<file path="config.mk">
export PLATFORM = sky130hd
export DESIGN_NAME = aph_host_flat
export DESIGN_NICKNAME = d
export VERILOG_FILES = /design/src/aph_pkg.sv /design/src/aph_link_if.sv /design/src/aph_host.sv /design/src/flat_wrapper.sv
export SDC_FILE = /design/constraint.sdc
export NUM_CORES = 1
export LEC_CHECK = 0
export BUFFER_PORTS_ARGS = -buffer_cell sky130_fd_sc_hd__buf_2
export CAP_MARGIN = 20
export CORE_UTILIZATION = 38
export DETAILED_ROUTE_END_ITERATION = 8
export MAX_ROUTING_LAYER = met4
export SYNTH_ARGS = -nofsm -noshare
export SYNTH_HDL_FRONTEND = slang
export SYNTH_SLANG_ARGS = --single-unit
export TNS_END_PERCENT = 100
</file>
<file path="constraint.sdc">
create_clock -name aclk -period 2.7 [get_ports aclk]
set_clock_uncertainty 0.15 [all_clocks]
set_input_delay 0.405 -clock aclk [delete_from_list [all_inputs] [get_ports aclk]]
set_output_delay 0.405 -clock aclk [all_outputs]
set_load 0.1 [all_outputs]
</file>
<file path="src/aph_pkg.sv">
// Shared constants and types for the absolute position handshake readout
package aph_pkg;
	localparam int unsigned CLK_HZ      = 50_000_000;
	localparam int unsigned CYC_PER_MS  = CLK_HZ / 1000;
	// Times in ms; settle and confirm are not fixed by the link, plain defaults
	localparam int unsigned SETTLE_MS   = 10;
	localparam int unsigned PREP_MIN_MS = 5 + 2;
	localparam int unsigned PREP_MAX_MS = 5 + 10;
	localparam int unsigned CONFIRM_MS  = 2;
	localparam int unsigned TIMEOUT_MS  = 5000;
	localparam int unsigned HSETTLE_MS  = 12;
	localparam int unsigned SETTLE_CYC  = SETTLE_MS * CYC_PER_MS;
	localparam int unsigned PREP_CYC    = PREP_MIN_MS * CYC_PER_MS;
	localparam int unsigned HCLR_CYC    = PREP_MAX_MS * CYC_PER_MS;
	localparam int unsigned CONFIRM_CYC = CONFIRM_MS * CYC_PER_MS;
	localparam int unsigned TIMEOUT_CYC = TIMEOUT_MS * CYC_PER_MS;
	localparam int unsigned HSETTLE_CYC = HSETTLE_MS * CYC_PER_MS;
	localparam int unsigned DROP_CYC    = 8;
	// Frame layout
	localparam int unsigned FRAME_BITS  = 80;
	localparam int unsigned STAT_LSB    = 0;
	localparam int unsigned TURN_LSB    = 16;
	localparam int unsigned PULSE_LSB   = 32;
	localparam int unsigned CKSUM_LSB   = 64;
	localparam logic [15:0] CK_K0       = 16'hA700;
	localparam logic [15:0] CK_K1       = 16'h605A;
	localparam logic [15:0] CK_K2       = 16'h30A5;
	localparam logic [15:0] CK_K3       = 16'h5A06;
	localparam logic [15:0] COORD_INIT_VAL = 16'h0001;
	// Host register map
	localparam int unsigned ADDR_W      = 8;
	localparam logic [7:0]  REG_CTRL    = 8'h00;
	localparam logic [7:0]  REG_STAT    = 8'h04;
	localparam logic [7:0]  REG_DATA0   = 8'h08;
	localparam logic [7:0]  REG_DATA1   = 8'h0C;
	localparam logic [7:0]  REG_DATA2   = 8'h10;
	localparam int unsigned CTRL_READ   = 0;
	localparam int unsigned CTRL_CLEAR  = 1;
	localparam logic [1:0]  RESP_OKAY   = 2'h0;
	localparam logic [1:0]  RESP_SLVERR = 2'h2;

	typedef enum logic [6:0] {
		D_IDLE    = 7'h01,
		D_SETTLE  = 7'h02,
		D_WAIT    = 7'h04,
		D_PREP    = 7'h08,
		D_READY   = 7'h10,
		D_CONFIRM = 7'h20,
		D_HOLD    = 7'h40
	} aph_dev_state_t;

	typedef enum logic [5:0] {
		H_IDLE    = 6'h01,
		H_SETTLE  = 6'h02,
		H_REQ     = 6'h04,
		H_WAITLOW = 6'h08,
		H_CLEAR   = 6'h10,
		H_DROP    = 6'h20
	} aph_host_state_t;
endpackage : aph_pkg

</file>
<file path="src/aph_link_if.sv">
// Discrete handshake wires between host controller and drive
`timescale 1ns/1ps
interface aph_link_if;
	logic xfer_mode_enable;
	logic bit_request_ack;
	logic coord_clear_in;
	logic bit_ready;
	logic bit_value_out;
	logic xfer_error_flag;

	modport dev (
		input  xfer_mode_enable, bit_request_ack, coord_clear_in,
		output bit_ready, bit_value_out, xfer_error_flag
	);
	modport host (
		output xfer_mode_enable, bit_request_ack, coord_clear_in,
		input  bit_ready, bit_value_out, xfer_error_flag
	);
endinterface : aph_link_if

</file>
<file path="src/aph_host.sv">
// Host end: AXI4-Lite controlled reader and coordinate clearer
//
// The register offsets and the AXI4-Lite slave port were chosen for this implementation.
`timescale 1ns/1ps
module aph_host #(
	parameter int unsigned HSETTLE_CYC = aph_pkg::HSETTLE_CYC,
	parameter int unsigned HCLR_CYC    = aph_pkg::HCLR_CYC
) (
	// Clock and reset
	input  wire logic        aclk,
	input  wire logic        aresetn,
	// Link to drive
	aph_link_if.host         link,
	// AXI4-Lite write
	input  wire logic [7:0]  s_axi_awaddr,
	input  wire logic        s_axi_awvalid,
	output logic             s_axi_awready,
	input  wire logic [31:0] s_axi_wdata,
	input  wire logic [3:0]  s_axi_wstrb,
	input  wire logic        s_axi_wvalid,
	output logic             s_axi_wready,
	output logic [1:0]       s_axi_bresp,
	output logic             s_axi_bvalid,
	input  wire logic        s_axi_bready,
	// AXI4-Lite read
	input  wire logic [7:0]  s_axi_araddr,
	input  wire logic        s_axi_arvalid,
	output logic             s_axi_arready,
	output logic [31:0]      s_axi_rdata,
	output logic [1:0]       s_axi_rresp,
	output logic             s_axi_rvalid,
	input  wire logic        s_axi_rready
);
	if (HSETTLE_CYC < 1 || HCLR_CYC < 1) begin : g_chk
		$error("aph_host: cycle counts must be at least one");
	end

	typedef struct packed {
		aph_pkg::aph_host_state_t st;
		logic        rdy_s1;
		logic        rdy_s2;
		logic        dat_s1;
		logic        dat_s2;
		logic        err_s1;
		logic        err_s2;
		logic [31:0] cnt;
		logic [6:0]  idx;
		logic [79:0] frame;
		logic        op_clr;
		logic        en;
		logic        req;
		logic        clr;
		logic        done;
		logic [7:0]  retries;
		logic        aw_got;
		logic [7:0]  aw_addr;
		logic        w_got;
		logic [31:0] wdata;
		logic [3:0]  wstrb;
		logic        awready;
		logic        wready;
		logic        bvalid;
		logic [1:0]  bresp;
		logic        arready;
		logic        rvalid;
		logic [31:0] rdata;
		logic [1:0]  rresp;
	} aph_host_t;

	localparam aph_host_t RST = '{st: aph_pkg::H_IDLE, req: 1'b1, awready: 1'b1,
		wready: 1'b1, arready: 1'b1, default: '0};

	aph_host_t r_reg;
	aph_host_t r_next;

	function automatic logic aph_reg_ok(input logic [7:0] a);
		aph_reg_ok = a == aph_pkg::REG_CTRL || a == aph_pkg::REG_STAT ||
			a == aph_pkg::REG_DATA0 || a == aph_pkg::REG_DATA1 || a == aph_pkg::REG_DATA2;
	endfunction : aph_reg_ok

	always_comb begin
		r_next = r_reg;
		r_next.rdy_s1 = link.bit_ready;
		r_next.rdy_s2 = r_reg.rdy_s1;
		r_next.dat_s1 = link.bit_value_out;
		r_next.dat_s2 = r_reg.dat_s1;
		r_next.err_s1 = link.xfer_error_flag;
		r_next.err_s2 = r_reg.err_s1;
		r_next.cnt    = r_reg.cnt + 32'h1;

		// Write channel: address and data taken in either order
		if (s_axi_awvalid && r_reg.awready) begin
			r_next.aw_got  = 1'b1;
			r_next.aw_addr = s_axi_awaddr;
		end
		if (s_axi_wvalid && r_reg.wready) begin
			r_next.w_got = 1'b1;
			r_next.wdata = s_axi_wdata;
			r_next.wstrb = s_axi_wstrb;
		end
		if (r_reg.bvalid && s_axi_bready) begin
			r_next.bvalid = 1'b0;
		end
		if (r_reg.aw_got && r_reg.w_got && !r_reg.bvalid) begin
			r_next.aw_got = 1'b0;
			r_next.w_got  = 1'b0;
			r_next.bvalid = 1'b1;
			r_next.bresp  = aph_reg_ok(r_reg.aw_addr) ? aph_pkg::RESP_OKAY : aph_pkg::RESP_SLVERR;
			// Commands while busy are dropped, not queued
			if (r_reg.aw_addr == aph_pkg::REG_CTRL && r_reg.wstrb[0] &&
				r_reg.st == aph_pkg::H_IDLE &&
				(r_reg.wdata[aph_pkg::CTRL_READ] || r_reg.wdata[aph_pkg::CTRL_CLEAR])) begin
				r_next.op_clr  = !r_reg.wdata[aph_pkg::CTRL_READ];
				r_next.en      = 1'b1;
				r_next.done    = 1'b0;
				r_next.retries = '0;
				r_next.idx     = '0;
				r_next.cnt     = '0;
				r_next.st      = aph_pkg::H_SETTLE;
			end
		end

		// Read channel
		if (r_reg.rvalid && s_axi_rready) begin
			r_next.rvalid = 1'b0;
		end
		if (s_axi_arvalid && r_reg.arready) begin
			r_next.rvalid = 1'b1;
			r_next.rresp  = aph_reg_ok(s_axi_araddr) ? aph_pkg::RESP_OKAY : aph_pkg::RESP_SLVERR;
			case (s_axi_araddr)
				aph_pkg::REG_STAT:  r_next.rdata = {16'h0000, r_reg.retries, 5'h00,
					r_reg.err_s2, r_reg.done, r_reg.st != aph_pkg::H_IDLE};
				aph_pkg::REG_DATA0: r_next.rdata = r_reg.frame[31:0];
				aph_pkg::REG_DATA1: r_next.rdata = r_reg.frame[63:32];
				aph_pkg::REG_DATA2: r_next.rdata = {16'h0000, r_reg.frame[79:64]};
				default:            r_next.rdata = 32'h0000_0000;
			endcase
		end

		case (r_reg.st)
			aph_pkg::H_IDLE: begin
				r_next.cnt = '0;
			end
			aph_pkg::H_SETTLE: begin
				if (r_reg.cnt == 32'(HSETTLE_CYC - 1)) begin
					r_next.cnt = '0;
					if (r_reg.op_clr) begin
						r_next.clr = 1'b1;
						r_next.st  = aph_pkg::H_CLEAR;
					end else begin
						r_next.req = 1'b0;
						r_next.st  = aph_pkg::H_REQ;
					end
				end
			end
			aph_pkg::H_REQ: begin
				if (r_reg.rdy_s2) begin
					r_next.frame[r_reg.idx] = r_reg.dat_s2;
					r_next.req = 1'b1;
					r_next.st  = aph_pkg::H_WAITLOW;
				end
			end
			aph_pkg::H_WAITLOW: begin
				if (!r_reg.rdy_s2) begin
					if (r_reg.idx == 7'(aph_pkg::FRAME_BITS - 1)) begin
						r_next.en   = 1'b0;
						r_next.done = 1'b1;
						r_next.st   = aph_pkg::H_IDLE;
					end else begin
						r_next.idx = r_reg.idx + 7'h01;
						r_next.req = 1'b0;
						r_next.st  = aph_pkg::H_REQ;
					end
				end
			end
			aph_pkg::H_CLEAR: begin
				if (r_reg.cnt == 32'(HCLR_CYC - 1)) begin
					r_next.clr  = 1'b0;
					r_next.en   = 1'b0;
					r_next.done = 1'b1;
					r_next.st   = aph_pkg::H_IDLE;
				end
			end
			aph_pkg::H_DROP: begin
				if (r_reg.cnt == 32'(aph_pkg::DROP_CYC - 1)) begin
					r_next.en  = 1'b1;
					r_next.idx = '0;
					r_next.cnt = '0;
					r_next.st  = aph_pkg::H_SETTLE;
				end
			end
			default: begin
				r_next.st = aph_pkg::H_IDLE;
			end
		endcase

		if (r_reg.err_s2 && (r_reg.st == aph_pkg::H_REQ || r_reg.st == aph_pkg::H_WAITLOW)) begin
			r_next.en      = 1'b0;
			r_next.req     = 1'b1;
			r_next.cnt     = '0;
			r_next.retries = r_reg.retries + 8'h01;
			r_next.st      = aph_pkg::H_DROP;
		end

		r_next.awready = !r_next.aw_got && !r_next.bvalid;
		r_next.wready  = !r_next.w_got && !r_next.bvalid;
		r_next.arready = !r_next.rvalid;
	end

	always_ff @(posedge aclk) begin
		if (!aresetn) begin
			r_reg <= RST;
		end else begin
			r_reg <= r_next;
		end
	end

	assign link.xfer_mode_enable = r_reg.en;
	assign link.bit_request_ack  = r_reg.req;
	assign link.coord_clear_in   = r_reg.clr;
	assign s_axi_awready         = r_reg.awready;
	assign s_axi_wready          = r_reg.wready;
	assign s_axi_bvalid          = r_reg.bvalid;
	assign s_axi_bresp           = r_reg.bresp;
	assign s_axi_arready         = r_reg.arready;
	assign s_axi_rvalid          = r_reg.rvalid;
	assign s_axi_rdata           = r_reg.rdata;
	assign s_axi_rresp           = r_reg.rresp;
endmodule : aph_host

</file>
<file path="src/flat_wrapper.sv">
// flat-port wrapper written by rule: the top's interface ports become plain ports
module aph_host_flat 
#(
	parameter int unsigned HSETTLE_CYC = aph_pkg::HSETTLE_CYC,
	parameter int unsigned HCLR_CYC    = aph_pkg::HCLR_CYC
)
  (aclk, aresetn, s_axi_awaddr, s_axi_awvalid, s_axi_awready, s_axi_wdata, s_axi_wstrb, s_axi_wvalid, s_axi_wready, s_axi_bresp, s_axi_bvalid, s_axi_bready, s_axi_araddr, s_axi_arvalid, s_axi_arready, s_axi_rdata, s_axi_rresp, s_axi_rvalid, s_axi_rready, link_xfer_mode_enable, link_bit_request_ack, link_coord_clear_in, link_bit_ready, link_bit_value_out, link_xfer_error_flag);
  aph_link_if link_i ();
  input  wire logic aclk;
  input  wire logic aresetn;
  input  wire logic [7:0] s_axi_awaddr;
  input  wire logic s_axi_awvalid;
  output logic s_axi_awready;
  input  wire logic [31:0] s_axi_wdata;
  input  wire logic [3:0] s_axi_wstrb;
  input  wire logic s_axi_wvalid;
  output logic s_axi_wready;
  output logic [1:0] s_axi_bresp;
  output logic s_axi_bvalid;
  input  wire logic s_axi_bready;
  input  wire logic [7:0] s_axi_araddr;
  input  wire logic s_axi_arvalid;
  output logic s_axi_arready;
  output logic [31:0] s_axi_rdata;
  output logic [1:0] s_axi_rresp;
  output logic s_axi_rvalid;
  input  wire logic s_axi_rready;
  output wire logic [$bits(link_i.xfer_mode_enable)-1:0] link_xfer_mode_enable;
  output wire logic [$bits(link_i.bit_request_ack)-1:0] link_bit_request_ack;
  output wire logic [$bits(link_i.coord_clear_in)-1:0] link_coord_clear_in;
  input wire logic [$bits(link_i.bit_ready)-1:0] link_bit_ready;
  input wire logic [$bits(link_i.bit_value_out)-1:0] link_bit_value_out;
  input wire logic [$bits(link_i.xfer_error_flag)-1:0] link_xfer_error_flag;
  assign link_xfer_mode_enable = link_i.xfer_mode_enable;
  assign link_bit_request_ack = link_i.bit_request_ack;
  assign link_coord_clear_in = link_i.coord_clear_in;
  assign link_i.bit_ready = link_bit_ready;
  assign link_i.bit_value_out = link_bit_value_out;
  assign link_i.xfer_error_flag = link_xfer_error_flag;
  aph_host #(.HSETTLE_CYC(HSETTLE_CYC), .HCLR_CYC(HCLR_CYC)) u_core (.aclk(aclk), .aresetn(aresetn), .link(link_i), .s_axi_awaddr(s_axi_awaddr), .s_axi_awvalid(s_axi_awvalid), .s_axi_awready(s_axi_awready), .s_axi_wdata(s_axi_wdata), .s_axi_wstrb(s_axi_wstrb), .s_axi_wvalid(s_axi_wvalid), .s_axi_wready(s_axi_wready), .s_axi_bresp(s_axi_bresp), .s_axi_bvalid(s_axi_bvalid), .s_axi_bready(s_axi_bready), .s_axi_araddr(s_axi_araddr), .s_axi_arvalid(s_axi_arvalid), .s_axi_arready(s_axi_arready), .s_axi_rdata(s_axi_rdata), .s_axi_rresp(s_axi_rresp), .s_axi_rvalid(s_axi_rvalid), .s_axi_rready(s_axi_rready));
endmodule
</file>
==> flow_metrics.tcl <==
set metrics [dict create \
    status "finished clean" \
    arrival_ns 2.59 \
    final_hold_viol_count 0 \
    netlist_instances 1129 \
    antenna_found_initial 0 \
    hp-class "in2reg" \
    synth.top_cell.area_share_pct 43.9 \
    path_class "reg2reg" \
    vias 7761 \
    yosysSeqAreaShare_pct 43.9 \
    grt_pass1_wl_mm 35.6 \
    drcViolationCount 0 \
    fin_crit_sh_pct 87.7 \
    die-height_um 155 \
    start_util_pct 39.1 \
    drtIter0Drc 552 \
    fp.coreArea_sq_um 22800 \
    synth_ff_type "dfxtp_1" \
    power.leakage_nw 3.47 \
    grt_pass1_vias 6946 \
    yosysMostFrequentCell "nand2_1" \
    final_util_pct 44.0 \
    cp-end-kind "register" \
    grt_max_degree 56 \
    cp.required_ns 2.92 \
    fmax_mhz 422 \
    wl_mm 21.7 \
    ir_drop_mv 0.377 \
    async_flop_share_pct 0 \
    synth_edf_count 0 \
    n_antenna_cell 0 \
    tns_ns 0 \
    hold_start "link_bit_ready" \
    yosys-top-cells-count "200 x nand2_1, 196 x dfxtp_1, 142 x nor2_1" \
    avgRoutedWirePerCell_um 14.7 \
    ant_nets 0 \
    clk-insertion-delay-late_ns 0.45 \
    syn_avg_cell_area_sq_um 7.92 \
    holdPathStages 2 \
    worst_slew_pin_slew_ns 0.644 \
    dieArea_sq_um 24100 \
    cts_hold_buf 0 \
    yosys_warnings 0 \
    yosysUniqueCellTypes 58 \
    setup_viol 0 \
    drive_gt1_share_pct 14.1 \
    p_per_area_nw_per_um2 573 \
    cts.sinks 196 \
    synth.area.top_cells "dfxtp_1 44%, nand2_1 8.4%, nor2_1 6.0%" \
    holdPathEnd "u_core.r_next[223]" \
    clk_pin_slew_ns 0.08 \
    fin_area_sq_um 10100 \
    io-pin-count 106 \
    place.gp.congestion 0.881 \
    syn_area_sq_um 8940 \
    maxSlewViolCount 0 \
    postCtsSetupRepairBufs 0 \
    fin_crit_ns 2.37 \
    r2r_slack_ns 0.33 \
    drv_cap 0 \
    synth_seq_cells 196 \
    portBuffers 70 \
    routed_via_density 5.25 \
    cts_resized 0 \
    synth_top_area_cell "dfxtp_1" \
    area_growth_pct 12.5 \
    largest_register_ffs 151 \
    cts_buffers 17 \
    max_slew_margin_pct 56.8 \
    finalNetCount 1218 \
    die_x_um 155 \
    fp-row-count 55 \
    cts_tree "done" \
    clockBufferDepth 2 \
    dpl_cell_area_sq_um 9450 \
    rsz0062_at_grt "no" \
    cp_max_fo 6 \
    hpwl_mm 14.6 \
    clock-root-buffer "clkbuf_16" \
    timing.rr.end "u_core.r_reg[183]" \
    start_kind "register" \
    first_pass_iters 5 \
    track_usage_pct 18.9 \
    r2r_start "u_core.r_reg[230]" \
    reg2reg_depth 6 \
    overflow 0 \
    htree_levels 4 \
]
routing by layer:
layer | wire length (um) | part of all wire, % | GRT usage (%)
met4 | 219 | 1.0 | 5.14
met5 | 0 | 0 | -
met2 | 9660 | 45 | 29.4
met1 | 10800 | 50 | 25.6
met3 | 955 | 4.4 | 2.65
how the worst max path moves through the flow:
stage,startpoint,end,slack (ns),cells past startpoint
5_1_grt,u_core.r_reg[193],u_core.r_reg[218],0.13,6
2_1_floorplan,u_core.s_axi_bvalid,u_core.r_reg[180],0.34,6
4_1_cts,u_core.r_reg[192],u_core.r_reg[218],0.35,6
3_5_place_dp,u_core.r_reg[193],u_core.r_reg[218],0.38,6
6_report,u_core.r_reg[230],u_core.r_reg[183],0.33,6
3_3_place_gp,u_core.r_reg[192],u_core.r_reg[218],0.36,6
kinds of logic (layout without fill, tap and decap cells):
family / count (synthesis) / after routing / share of synthesized area [%]
AO/OA/AOI/OAI: 239 / 239 / 15.5
other: 1 / 2 / 0.0420
XOR/XNOR: 36 / 36 / 3.53
multiplexers: 20 / 20 / 2.31
flip-flops: 196 / 196 / 43.9
buffers and inverters: 115 / 151 / 6.73
adder cells (fa/ha/maj): 3 / 3 / 0.420
AND/OR/NAND/NOR: 519 / 519 / 27.5
power by group:
group	leakage [nW]	switching [mW]	total [mW]	internal, mW
sequential	1.58	0.0239	2.94	2.92
clock	0.295	1.32	2.58	1.26
combinational	1.59	0.186	0.244	0.0578
metrics by stage:
step | cells | setup slack, ns | hold slack [ns] | total power, mW
final | 1479 | 0.332 | 0.0148 | 5.76
after global routing | 1479 | 0.129 | 0.0229 | 5.95
after CTS | 1479 | 0.351 | 0.00208 | 5.82
after detailed placement | 1447 | 0.377 | 0.274 | 3.25
after global placement | 1447 | 0.361 | 0.269 | 3.25
after floorplan | 1130 | 0.343 | 0.262 | 3.19
critical path, stage by stage (launching register included):
cell	delay [ns]
dfxtp_1	0.40
nor4_4	0.50
nand3b_2	0.25
a311oi_4	0.46
and2_4	0.25
a41oi_1	0.12
a31oi_1	0.17
layout make-up:
type                       instances  area (sq um)
sequential                       196          3930
timing repair buffer             107           666
tap                              313           392
fill                            2340         12800
inverter                          12          46.3
clock inverter                    15           179
multi-input combinational        819          4420
clock buffer                      17           425
cell usage in the layout, fill, tap and decap left out, types with 12 or more instances in the layout:
cell       count
nand2_1      200
dfxtp_1      195
nor2_1       142
a21oi_1       98
o21ai_0       85
buf_2         70
nand3_1       60
buf_4         34
xnor2_1       25
a22oi_1       19
and3_1        17
nor3_1        17
clkbuf_16     17
mux2i_1       15
and2_1        12
(Power assumes the default switching activity.)
